### src/rtl/fcs_pkg.sv
// constants and types for the flash command sequencer
// Functional notes
// - chip erase takes 30 ms, array reads FFH
// - no new command while erase runs
// - bit 6 toggles per read during operation
// - first toggle read after command returns one
// - ID entry enters identification mode
// - F000H vendor, F001H macro, F002H size
// - FF7FH reads FFH unless read-protected
// - ID exit returns to array reads
// - protection refuses parallel reads, serial loader; in ID mode, reads off the ID addresses still return array data
// - only chip erase clears read protection
// - protect takes 40 us, blocks commands
// - active operation blocks array reads, fetches
// - writes from flash code are ignored
// - byte program, chip or 4-kbyte erase
// - key 0011B enables command sequences
// - loader entry disables the watchdog
// - command addresses decode lower 12 bits; the FF7FH protect write is compared on all 16 bits
// - key resets to 1100B
// - program takes address, data from cycle four
package fcs_pkg;
  localparam int unsigned CLK_MHZ = 200;
  localparam int unsigned ERASE_MS = 30;
  localparam int unsigned PROT_US = 40;
  localparam int unsigned PROG_US = 40;
  localparam int unsigned ERASE_CYC = ERASE_MS * 1000 * CLK_MHZ;
  localparam int unsigned PROT_CYC = PROT_US * CLK_MHZ;
  localparam int unsigned PROG_CYC = PROG_US * CLK_MHZ;
  localparam int TMR_W = 23;
  // apb map
  localparam logic [11:0] CTRL_OFS = 12'h000;
  localparam logic [11:0] STAT_OFS = 12'h004;
  localparam int KEY_LSB = 4;
  localparam logic [3:0] KEY_ON = 4'h3;
  localparam logic [3:0] KEY_OFF = 4'hC;
  // status bit positions
  localparam int ST_BUSY = 0;
  localparam int ST_IDM = 1;
  localparam int ST_RP = 2;
  localparam int ST_STEP = 4;
  localparam int ST_OP = 8;
  // command cycle addresses and data
  localparam logic [11:0] A_555 = 12'h555;
  localparam logic [11:0] A_AAA = 12'hAAA;
  localparam logic [15:0] A_PROT = 16'hFF7F;
  localparam logic [15:0] A_VEND = 16'hF000;
  localparam logic [15:0] A_MACRO = 16'hF001;
  localparam logic [15:0] A_SIZE = 16'hF002;
  localparam logic [7:0] D_AA = 8'hAA;
  localparam logic [7:0] D_55 = 8'h55;
  localparam logic [7:0] D_PROG = 8'hA0;
  localparam logic [7:0] D_ERASE = 8'h80;
  localparam logic [7:0] D_IDIN = 8'h90;
  localparam logic [7:0] D_IDOUT = 8'hF0;
  localparam logic [7:0] D_PROT = 8'hA5;
  localparam logic [7:0] D_CHIP = 8'h10;
  localparam logic [7:0] D_SECT = 8'h30;
  localparam logic [7:0] D_ZERO = 8'h00;
  localparam logic [7:0] D_ERASED = 8'hFF;
  localparam int TOG_BIT = 6;
  typedef enum logic [2:0] {OP_NONE, OP_PROG, OP_SECT, OP_CHIP, OP_PROT} fcs_op_t;
endpackage

### src/rtl/fcs_top.sv
// flash command sequencer: unlock decoding, operation timing, id mode, apb control
//
// The APB slave port and the register offsets were left to the implementer.
`timescale 1ns/1ps
`default_nettype none
module fcs_top
  import fcs_pkg::*;
#(
  parameter int unsigned ERASE_CYCLES = ERASE_CYC, // chip or sector erase time
  parameter int unsigned PROT_CYCLES = PROT_CYC, // read-protect set time
  parameter int unsigned PROG_CYCLES = PROG_CYC, // byte program time
  parameter logic [7:0] VENDOR_CODE = 8'h5A, // arbitrary value
  parameter logic [7:0] MACRO_CODE = 8'hC3, // arbitrary value
  parameter logic [7:0] SIZE_CODE = 8'h0E // implemented flash size code
) (
  input wire logic clk_i, // 200 MHz system clock
  input wire logic rst_b_i, // async reset, active low
  // apb slave
  input wire logic psel, // apb select
  input wire logic penable, // apb access phase
  input wire logic pwrite, // apb direction
  input wire logic [11:0] paddr, // apb byte address
  input wire logic [31:0] pwdata, // apb write data
  output logic [31:0] prdata, // apb read data
  output logic pready, // apb ready
  output logic pslverr, // apb error on unmapped address
  // core memory bus into flash area
  input wire logic mem_req_i, // access request, held until ack
  input wire logic mem_we_i, // 1 write, 0 read
  input wire logic mem_fetch_i, // read is an instruction fetch
  input wire logic mem_from_flash_i, // issuing code runs from flash
  input wire logic [15:0] mem_addr_i, // byte address
  input wire logic [7:0] mem_wdata_i, // write data
  output logic mem_ack_o, // one-cycle answer pulse
  output logic [7:0] mem_rdata_o, // read data, valid with ack
  // flash array
  output logic [15:0] arr_addr_o, // array read address
  input wire logic [7:0] arr_rdata_i, // array read data, same cycle
  output logic arr_prog_o, // program pulse
  output logic arr_erase_all_o, // chip erase pulse
  output logic arr_erase_sect_o, // sector erase pulse, sector in addr[15:12]
  output logic [15:0] arr_wr_addr_o, // program or sector address
  output logic [7:0] arr_wr_data_o, // program data
  output logic busy_o, // operation running
  // mode and protection
  input wire logic par_mode_i, // parallel programming mode
  input wire logic loader_enter_i, // boot program enters ram loader
  output logic serial_refuse_o, // serial write and loader commands refused
  output logic wdt_off_o // watchdog disable request
);
  typedef struct packed {
    logic [3:0] key;
    logic [2:0] step;
    logic [7:0] cmd;
    fcs_op_t op;
    logic [TMR_W-1:0] tmr;
    logic tog;
    logic rp;
    logic idm;
    logic ack;
    logic [7:0] rdata;
    logic [31:0] prdata;
    logic prog;
    logic erase_all;
    logic erase_sect;
    logic [15:0] waddr;
    logic [7:0] wdata;
    logic wdt_off;
  } fcs_st_t;

  fcs_st_t s_q, s_d;

  // command cycles compare only the low 12 address bits
  function automatic logic cyc_is(input logic [15:0] a, input logic [7:0] d,
                                  input logic [11:0] ea, input logic [7:0] ed);
    cyc_is = (a[11:0] == ea) && (d == ed);
  endfunction

  function automatic logic [TMR_W-1:0] tmr_of(input int unsigned cyc);
    tmr_of = TMR_W'(cyc - 1);
  endfunction

  logic busy;
  logic take;
  logic wr;
  logic rd;
  logic cmd_ok;
  logic apb_setup;
  logic apb_acc;
  logic hit_ctrl;
  logic hit_stat;

  assign busy = (s_q.op != OP_NONE);
  // only fetches wait while busy; data reads pass as polling reads, writes pass too
  assign take = mem_req_i && !s_q.ack && !(busy && mem_fetch_i);
  assign wr = take && mem_we_i;
  assign rd = take && !mem_we_i;
  // key, origin of the code and idle state all gate command decoding
  assign cmd_ok = wr && (s_q.key == KEY_ON) && !mem_from_flash_i && !busy;
  assign apb_setup = psel && !penable;
  assign apb_acc = psel && penable;
  assign hit_ctrl = (paddr == CTRL_OFS);
  assign hit_stat = (paddr == STAT_OFS);

  always_comb begin
    s_d = s_q;
    s_d.ack = take;
    s_d.prog = 1'b0;
    s_d.erase_all = 1'b0;
    s_d.erase_sect = 1'b0;

    // apb register access
    if (apb_setup) begin
      s_d.prdata = '0;
      if (hit_ctrl) begin
        s_d.prdata[KEY_LSB +: 4] = s_q.key;
      end else if (hit_stat) begin
        s_d.prdata[ST_BUSY] = busy;
        s_d.prdata[ST_IDM] = s_q.idm;
        s_d.prdata[ST_RP] = s_q.rp;
        s_d.prdata[ST_STEP +: 3] = s_q.step;
        s_d.prdata[ST_OP +: 3] = s_q.op;
      end
    end
    if (apb_acc && pwrite && hit_ctrl) begin
      // only the two legal key values are stored
      if (pwdata[KEY_LSB +: 4] == KEY_ON || pwdata[KEY_LSB +: 4] == KEY_OFF) begin
        s_d.key = pwdata[KEY_LSB +: 4];
      end
    end

    if (loader_enter_i) begin
      s_d.wdt_off = 1'b1;
    end

    // read path
    if (rd) begin
      if (busy) begin
        // polling reads: first returns one in bit 6, each later read inverts it
        s_d.rdata = D_ZERO;
        s_d.rdata[TOG_BIT] = s_q.tog;
        s_d.tog = !s_q.tog;
      end else if (s_q.idm) begin
        unique case (mem_addr_i)
          A_VEND: s_d.rdata = VENDOR_CODE;
          A_MACRO: s_d.rdata = MACRO_CODE;
          A_SIZE: s_d.rdata = SIZE_CODE;
          A_PROT: s_d.rdata = s_q.rp ? D_ZERO : D_ERASED;
          default: s_d.rdata = arr_rdata_i;
        endcase
      end else if (par_mode_i && s_q.rp) begin
        s_d.rdata = D_ZERO;
      end else begin
        s_d.rdata = arr_rdata_i;
      end
    end

    // operation timer
    if (busy) begin
      if (s_q.tmr == '0) begin
        if (s_q.op == OP_PROT) begin
          s_d.rp = 1'b1;
        end
        if (s_q.op == OP_CHIP) begin
          s_d.rp = 1'b0;
        end
        s_d.op = OP_NONE;
      end else begin
        s_d.tmr = s_q.tmr - 1'b1;
      end
    end

    // command sequence decoder; any deviation restarts at step 0
    if (wr && !cmd_ok) begin
      s_d.step = '0;
    end
    if (cmd_ok) begin
      s_d.step = '0;
      unique case (s_q.step)
        3'd0: begin
          if (cyc_is(mem_addr_i, mem_wdata_i, A_555, D_AA)) begin
            s_d.step = 3'd1;
          end else if (mem_wdata_i == D_IDOUT) begin
            s_d.idm = 1'b0;
          end
        end
        3'd1: begin
          if (cyc_is(mem_addr_i, mem_wdata_i, A_AAA, D_55)) begin
            s_d.step = 3'd2;
          end
        end
        3'd2: begin
          if (mem_addr_i[11:0] == A_555) begin
            s_d.cmd = mem_wdata_i;
            unique case (mem_wdata_i)
              D_PROG, D_ERASE, D_PROT: s_d.step = 3'd3;
              D_IDIN: s_d.idm = 1'b1;
              D_IDOUT: s_d.idm = 1'b0;
              default: s_d.step = '0;
            endcase
          end
        end
        3'd3: begin
          if (s_q.cmd == D_PROG) begin
            // single byte per sequence, taken from the fourth write
            s_d.waddr = mem_addr_i;
            s_d.wdata = mem_wdata_i;
            s_d.prog = 1'b1;
            s_d.op = OP_PROG;
            s_d.tmr = tmr_of(PROG_CYCLES);
            s_d.tog = 1'b1;
          end else if (s_q.cmd == D_PROT) begin
            if (mem_addr_i == A_PROT && mem_wdata_i == D_ZERO) begin
              s_d.op = OP_PROT;
              s_d.tmr = tmr_of(PROT_CYCLES);
              s_d.tog = 1'b1;
            end
          end else if (cyc_is(mem_addr_i, mem_wdata_i, A_555, D_AA)) begin
            s_d.step = 3'd4;
          end
        end
        3'd4: begin
          if (cyc_is(mem_addr_i, mem_wdata_i, A_AAA, D_55)) begin
            s_d.step = 3'd5;
          end
        end
        3'd5: begin
          if (cyc_is(mem_addr_i, mem_wdata_i, A_555, D_CHIP)) begin
            s_d.erase_all = 1'b1;
            s_d.op = OP_CHIP;
            s_d.tmr = tmr_of(ERASE_CYCLES);
            s_d.tog = 1'b1;
          end else if (mem_wdata_i == D_SECT) begin
            // sector chosen by the upper four address bits
            s_d.waddr = mem_addr_i;
            s_d.erase_sect = 1'b1;
            s_d.op = OP_SECT;
            s_d.tmr = tmr_of(ERASE_CYCLES);
            s_d.tog = 1'b1;
          end
        end
        default: s_d.step = '0;
      endcase
    end
  end

  always_ff @(posedge clk_i or negedge rst_b_i) begin
    if (!rst_b_i) begin
      s_q <= '0;
      s_q.key <= KEY_OFF;
      s_q.op <= OP_NONE;
    end else begin
      s_q <= s_d;
    end
  end

  assign prdata = s_q.prdata;
  assign pready = 1'b1;
  assign pslverr = apb_acc && !(hit_ctrl || hit_stat);
  assign mem_ack_o = s_q.ack;
  assign mem_rdata_o = s_q.rdata;
  assign arr_addr_o = mem_addr_i;
  assign arr_prog_o = s_q.prog;
  assign arr_erase_all_o = s_q.erase_all;
  assign arr_erase_sect_o = s_q.erase_sect;
  assign arr_wr_addr_o = s_q.waddr;
  assign arr_wr_data_o = s_q.wdata;
  assign busy_o = busy;
  assign serial_refuse_o = s_q.rp;
  assign wdt_off_o = s_q.wdt_off;
endmodule
`default_nettype wire

### config.mk
export PLATFORM = sky130hd
export DESIGN_NAME = fcs_top
export DESIGN_NICKNAME = d
export VERILOG_FILES = /design/src/rtl/fcs_pkg.sv /design/src/rtl/fcs_top.sv
export SDC_FILE = /design/constraint.sdc
export NUM_CORES = 1
export LEC_CHECK = 0
export BUFFER_PORTS_ARGS = -buffer_cell sky130_fd_sc_hd__buf_4
export CORE_AREA = 3 3 115 117
export CTS_CLUSTER_SIZE = 8
export DETAILED_ROUTE_END_ITERATION = 6
export DIE_AREA = 0 0 118 120
export PLACE_DENSITY = 0.65
export SLEW_MARGIN = 20
export SYNTH_ARGS = -nofsm -noshare
export SYNTH_HDL_FRONTEND = slang
export SYNTH_SLANG_ARGS = --single-unit
### constraint.sdc
create_clock -name clk_i -period 3 [get_ports clk_i]
set_clock_uncertainty 0.05 [all_clocks]
set_input_delay 0.45 -clock clk_i [delete_from_list [all_inputs] [get_ports clk_i]]
set_output_delay 0.45 -clock clk_i [all_outputs]
set_load 0.03 [all_outputs]
Word level (Yosys, flattened, before mapping) --
Index checks and enable logic that the tools add are counted.
Storage, ports and cells: register bits after elaboration 91, bits of input ports 87, output and inout port bits 89
Cells by class: mux-type cells 52, eq/ne operators 35, $add $sub $neg 1, reduce and logical (&&, ||, !) cells 46
Operators by type and width (number):
- 2-to-1 mux 27 bit | 6
- equality test 16 bit, second input constant | 4
- equality test 8 bit, second input constant | 8
- case mux 27 bit (2 select lines) | 1
- 2-to-1 mux 8 bit | 6
- 2-to-1 mux 38 bit | 1
- 2-to-1 mux 3 bit | 12
- 2-to-1 mux 17 bit | 2
- case mux 16 bit (2 select lines) | 1
- case mux 8 bit (4 select lines) | 1
- 2-to-1 mux 26 bit | 1
- 2-to-1 mux 24 bit | 1
- logical NOT 23 bit | 1
- 2-to-1 mux 23 bit | 1
- subtractor 23 x 1 -> 23 bit, second input constant | 1
- logical AND 1 bit | 19
- case mux 3 bit (5 select lines) | 1
- equality test 12 x 11 -> 1 bit, second input constant | 1
- equality test 12 bit, second input constant | 1
- equality test 12 x 3 -> 1 bit, second input constant | 1
- logical NOT 12 bit | 1
- 2-to-1 mux 1 bit | 12
- inequality test 2 bit, second input constant | 6
- 2-to-1 mux 11 bit | 1
- 22 further kinds | 44

Logic depth before layout (Yosys ltp) --
word-level depth 12, depth in mapped cells 9

Worst setup path before layout --
Ideal clock, no wire load.
kind reg2reg, start register s_q[97] (netlist bit), end register s_q[75] (netlist bit), cell stages (with the launch flop) 10, clock period less this slack 2.124 ns, required time 2.884 ns, arrival 2.008 ns, slack 0.876 ns, cell sequence dfrtp_1 nor3_4 inv_2 nor4_4 nand2_1 or2_1 buf_2 and2_4 buf_6 nand3_2
RTL lines:
- start: declaration | RTL line fcs_top.sv:71 | fcs_st_t s_q, s_d;

==> qor.yml <==
placed_design:
  dp_slack_ps: 357.3
  hpwl_um: 9106
  gp_congestion: 0.7997
  placed_cell_area_mm2: 0.005831
  io_buffer_count: 124
  dp_cells: 782
global_route:
  grt_util_all_layers_pct: 16.71
  grt_antenna_before_repair: 0
  grt_pass1_wl_um: 19750
  grt_start_max_net_pins: 51
  grt-ovfl-total: 0
  grt_pass1_vias: 4023
timing:
  relSlewSlack_pct: 31.44
  timing.final.hold_violations: 0
  fmax_mhz: 392.7
  period_share_pct: 84.88
  slew_viol_final: 0
  timing.hold.ws_ps: 59.88
  fin_crit_ps: 2546
  setup_tns_ps: 0
  rsz0062_at_grt: "no"
  worst_slew_pin_slew_ps: 1028
  final.setup.worst_slack_ps: 453.6
  finalSetupViolCount: 0
power:
  p_leak_nw: 2.698
  finalPower_mw: 2.631
  peakVddDrop_v: 0.0002676
  powerDensity_mw_per_mm2: 429.6
die:
  rows: 41
  fp.dieW_um: 118
  start_util_pct: 42.01
  die_area_mm2: 0.01416
  fp.coreArea_mm2: 0.01247
  io_pins: 176
  die_h_um: 120
route:
  drt_iter0_markers: 270
  avgRoutedWirePerCell_um: 14.94
  num_vias: 4047
  remaining_drc_errors: 0
  postRouteAntennaNets: 0
  dr.pass1.iters: 4
  viasPerCell: 5.071
  totalWireLength_um: 11920
synthesis:
  synth_largest_area_cell: "dfrtp_1"
  async_reset_ff_share_pct: 100.0
  synth_area_per_cell_um2: 9.418
  synth_edf_count: 0
  yosys-top-cells-area: "dfrtp_1, buf_4, nand2_1"
  synth_top_area_share_pct: 42.53
  synth-seq-area-share_pct: 43.54
  synth-seq-cells: 91
  ys_warn_count: 0
  yosysMostFrequentCell: "dfrtp_1"
  synthDistinctLibCells: 63
  synthTopCellsByCount: "dfrtp_1, buf_4, nand2_1"
  syn_area_mm2: 0.005236
  synthFlopType: "dfrtp_1"
  syn_inst: 556
clock_tree:
  clock_latency_ps: 350
  cts_buffer_depth: 2
  cts_sinks: 91
  ctsResizeCount: 0
  clk_pin_slew_worst_paths_ps: 70
  cts_tree: "yes"
  numCtsBuffers: 9
  h-tree-depth: 3
  clockRootBuffer: "clkbuf_16"
  postCtsSetupBuffers: 0
  hold_buffers: 0
final_layout:
  finalInstanceArea_mm2: 0.006125
  n_antenna_cell: 0
  syn2layout_area_growth_pct: 16.97
  layout.nets: 709
  fillers: 1187
  finalNonFillerCells: 798
  drive_gt1_share_pct: 30.51
  fin_util_pct: 49.13
critical_path:
  critPathRequiredTime_ps: 3240
  arrival_ps: 2780
  end_kind: "register"
  worstSetupPathType: "register to register"
  startpoint_type: "register"
  worst-path-max-fanout: 10
status:
  status: "finished, final reports clean"
flow_run:
  drv_cap: 0
worst_hold_path:
  min_path_type: "input port to async pin"
flip-flops by register name (all words and copies together) (netlist names):
| signal | count |
|---|---|
| s_q | 43 |
| arr_wr_addr_o | 16 |
| prdata | 10 |
| arr_wr_data_o | 8 |
| mem_rdata_o | 8 |
| arr_erase_all_o | 1 |
| arr_erase_sect_o | 1 |
| arr_prog_o | 1 |
| mem_ack_o | 1 |
| serial_refuse_o | 1 |
| wdt_off_o | 1 |
cell type report:
cell class                 instances  area, um2  area share [%]
sequential                        91       2280           37.22
clock buffer                      10      239.0           3.902
tap                              172      215.2           3.514
timing repair buffer             130      975.9           15.93
multi-input combinational        381       2330           38.04
clock inverter                     6      55.05          0.8989
inverter                           8      30.03          0.4903
path summary, 6_finish.rpt:
path,startpoint,endpoint,slack (ps),depth (start not counted)
worst max-delay path,s_q[97],s_q[82],450,8
worst min-delay path,rst_b_i,arr_wr_addr_o[12],60,1
worst max register to register,s_q[97],s_q[82],450,8
worst min register to register,wdt_off_o,wdt_off_o,420,1
max in group asynchronous,rst_b_i,arr_erase_sect_o,2090,2
min in group clk_i,loader_enter_i,wdt_off_o,240,2
kinds of logic after synthesis:
| group | after synthesis | share of synthesized area (%) |
|---|---|---|
| AO/OA/AOI/OAI | 95 | 11.52 |
| XOR/XNOR | 19 | 3.178 |
| adder cells (fa/ha/maj) | 1 | 0.2389 |
| buffers and inverters | 105 | 13.55 |
| flip-flops | 91 | 43.54 |
| multiplexers | 23 | 4.851 |
| other | 2 | 0.1434 |
| AND/OR/NAND/NOR | 220 | 22.99 |
cell usage in the layout, fill, tap and decap left out, types with 3 or more instances in the layout:
cell type	count
mux2i_1	4
or2_2	5
nand3_1	9
a22o_1	7
and4_1	3
and3_1	3
o21ai_0	26
conb_1	23
nor4_1	13
nor3_1	13
clkbuf_16	9
nand3b_1	4
a21oi_1	29
nor4_2	3
mux2_2	19
or3_1	4
nand2b_1	19
buf_4	130
and3b_1	4
inv_1	7
nor2_1	35
xnor2_1	7
o31ai_1	12
nand2_1	72
xor2_1	12
dfrtp_1	89
or4_1	3
nand4_1	8
per-layer routing:
| metal | GRT usage (%) | vias to the layer above | routed length, um |
|---|---|---|---|
| met2 | 28.93 | 97 | 6053 |
| met5 | 0 | - | 0 |
| met3 | 3.299 | 12 | 463 |
| met4 | 4.835 | 0 | 146 |
| met1 | 21.31 | 1972 | 5260 |
| li1 | - | 1966 | - |
power by group:
group	leakage (nW)	switching [mW]	total [mW]	internal, mW
clock network	0.140	0.518	1.12	0.602
registers	1.14	0.00886	1.25	1.24
logic	1.42	0.167	0.262	0.0955
worst max-delay path: stages, from the launching register on:
cell     delay [ps]
dfrtp_1         450
nor3_4          350
inv_2            90
nor4_4          480
buf_4           240
nand2_1          90
or2_1           400
and2_4          250
nand2_1          70
(Power assumes the default switching activity.)
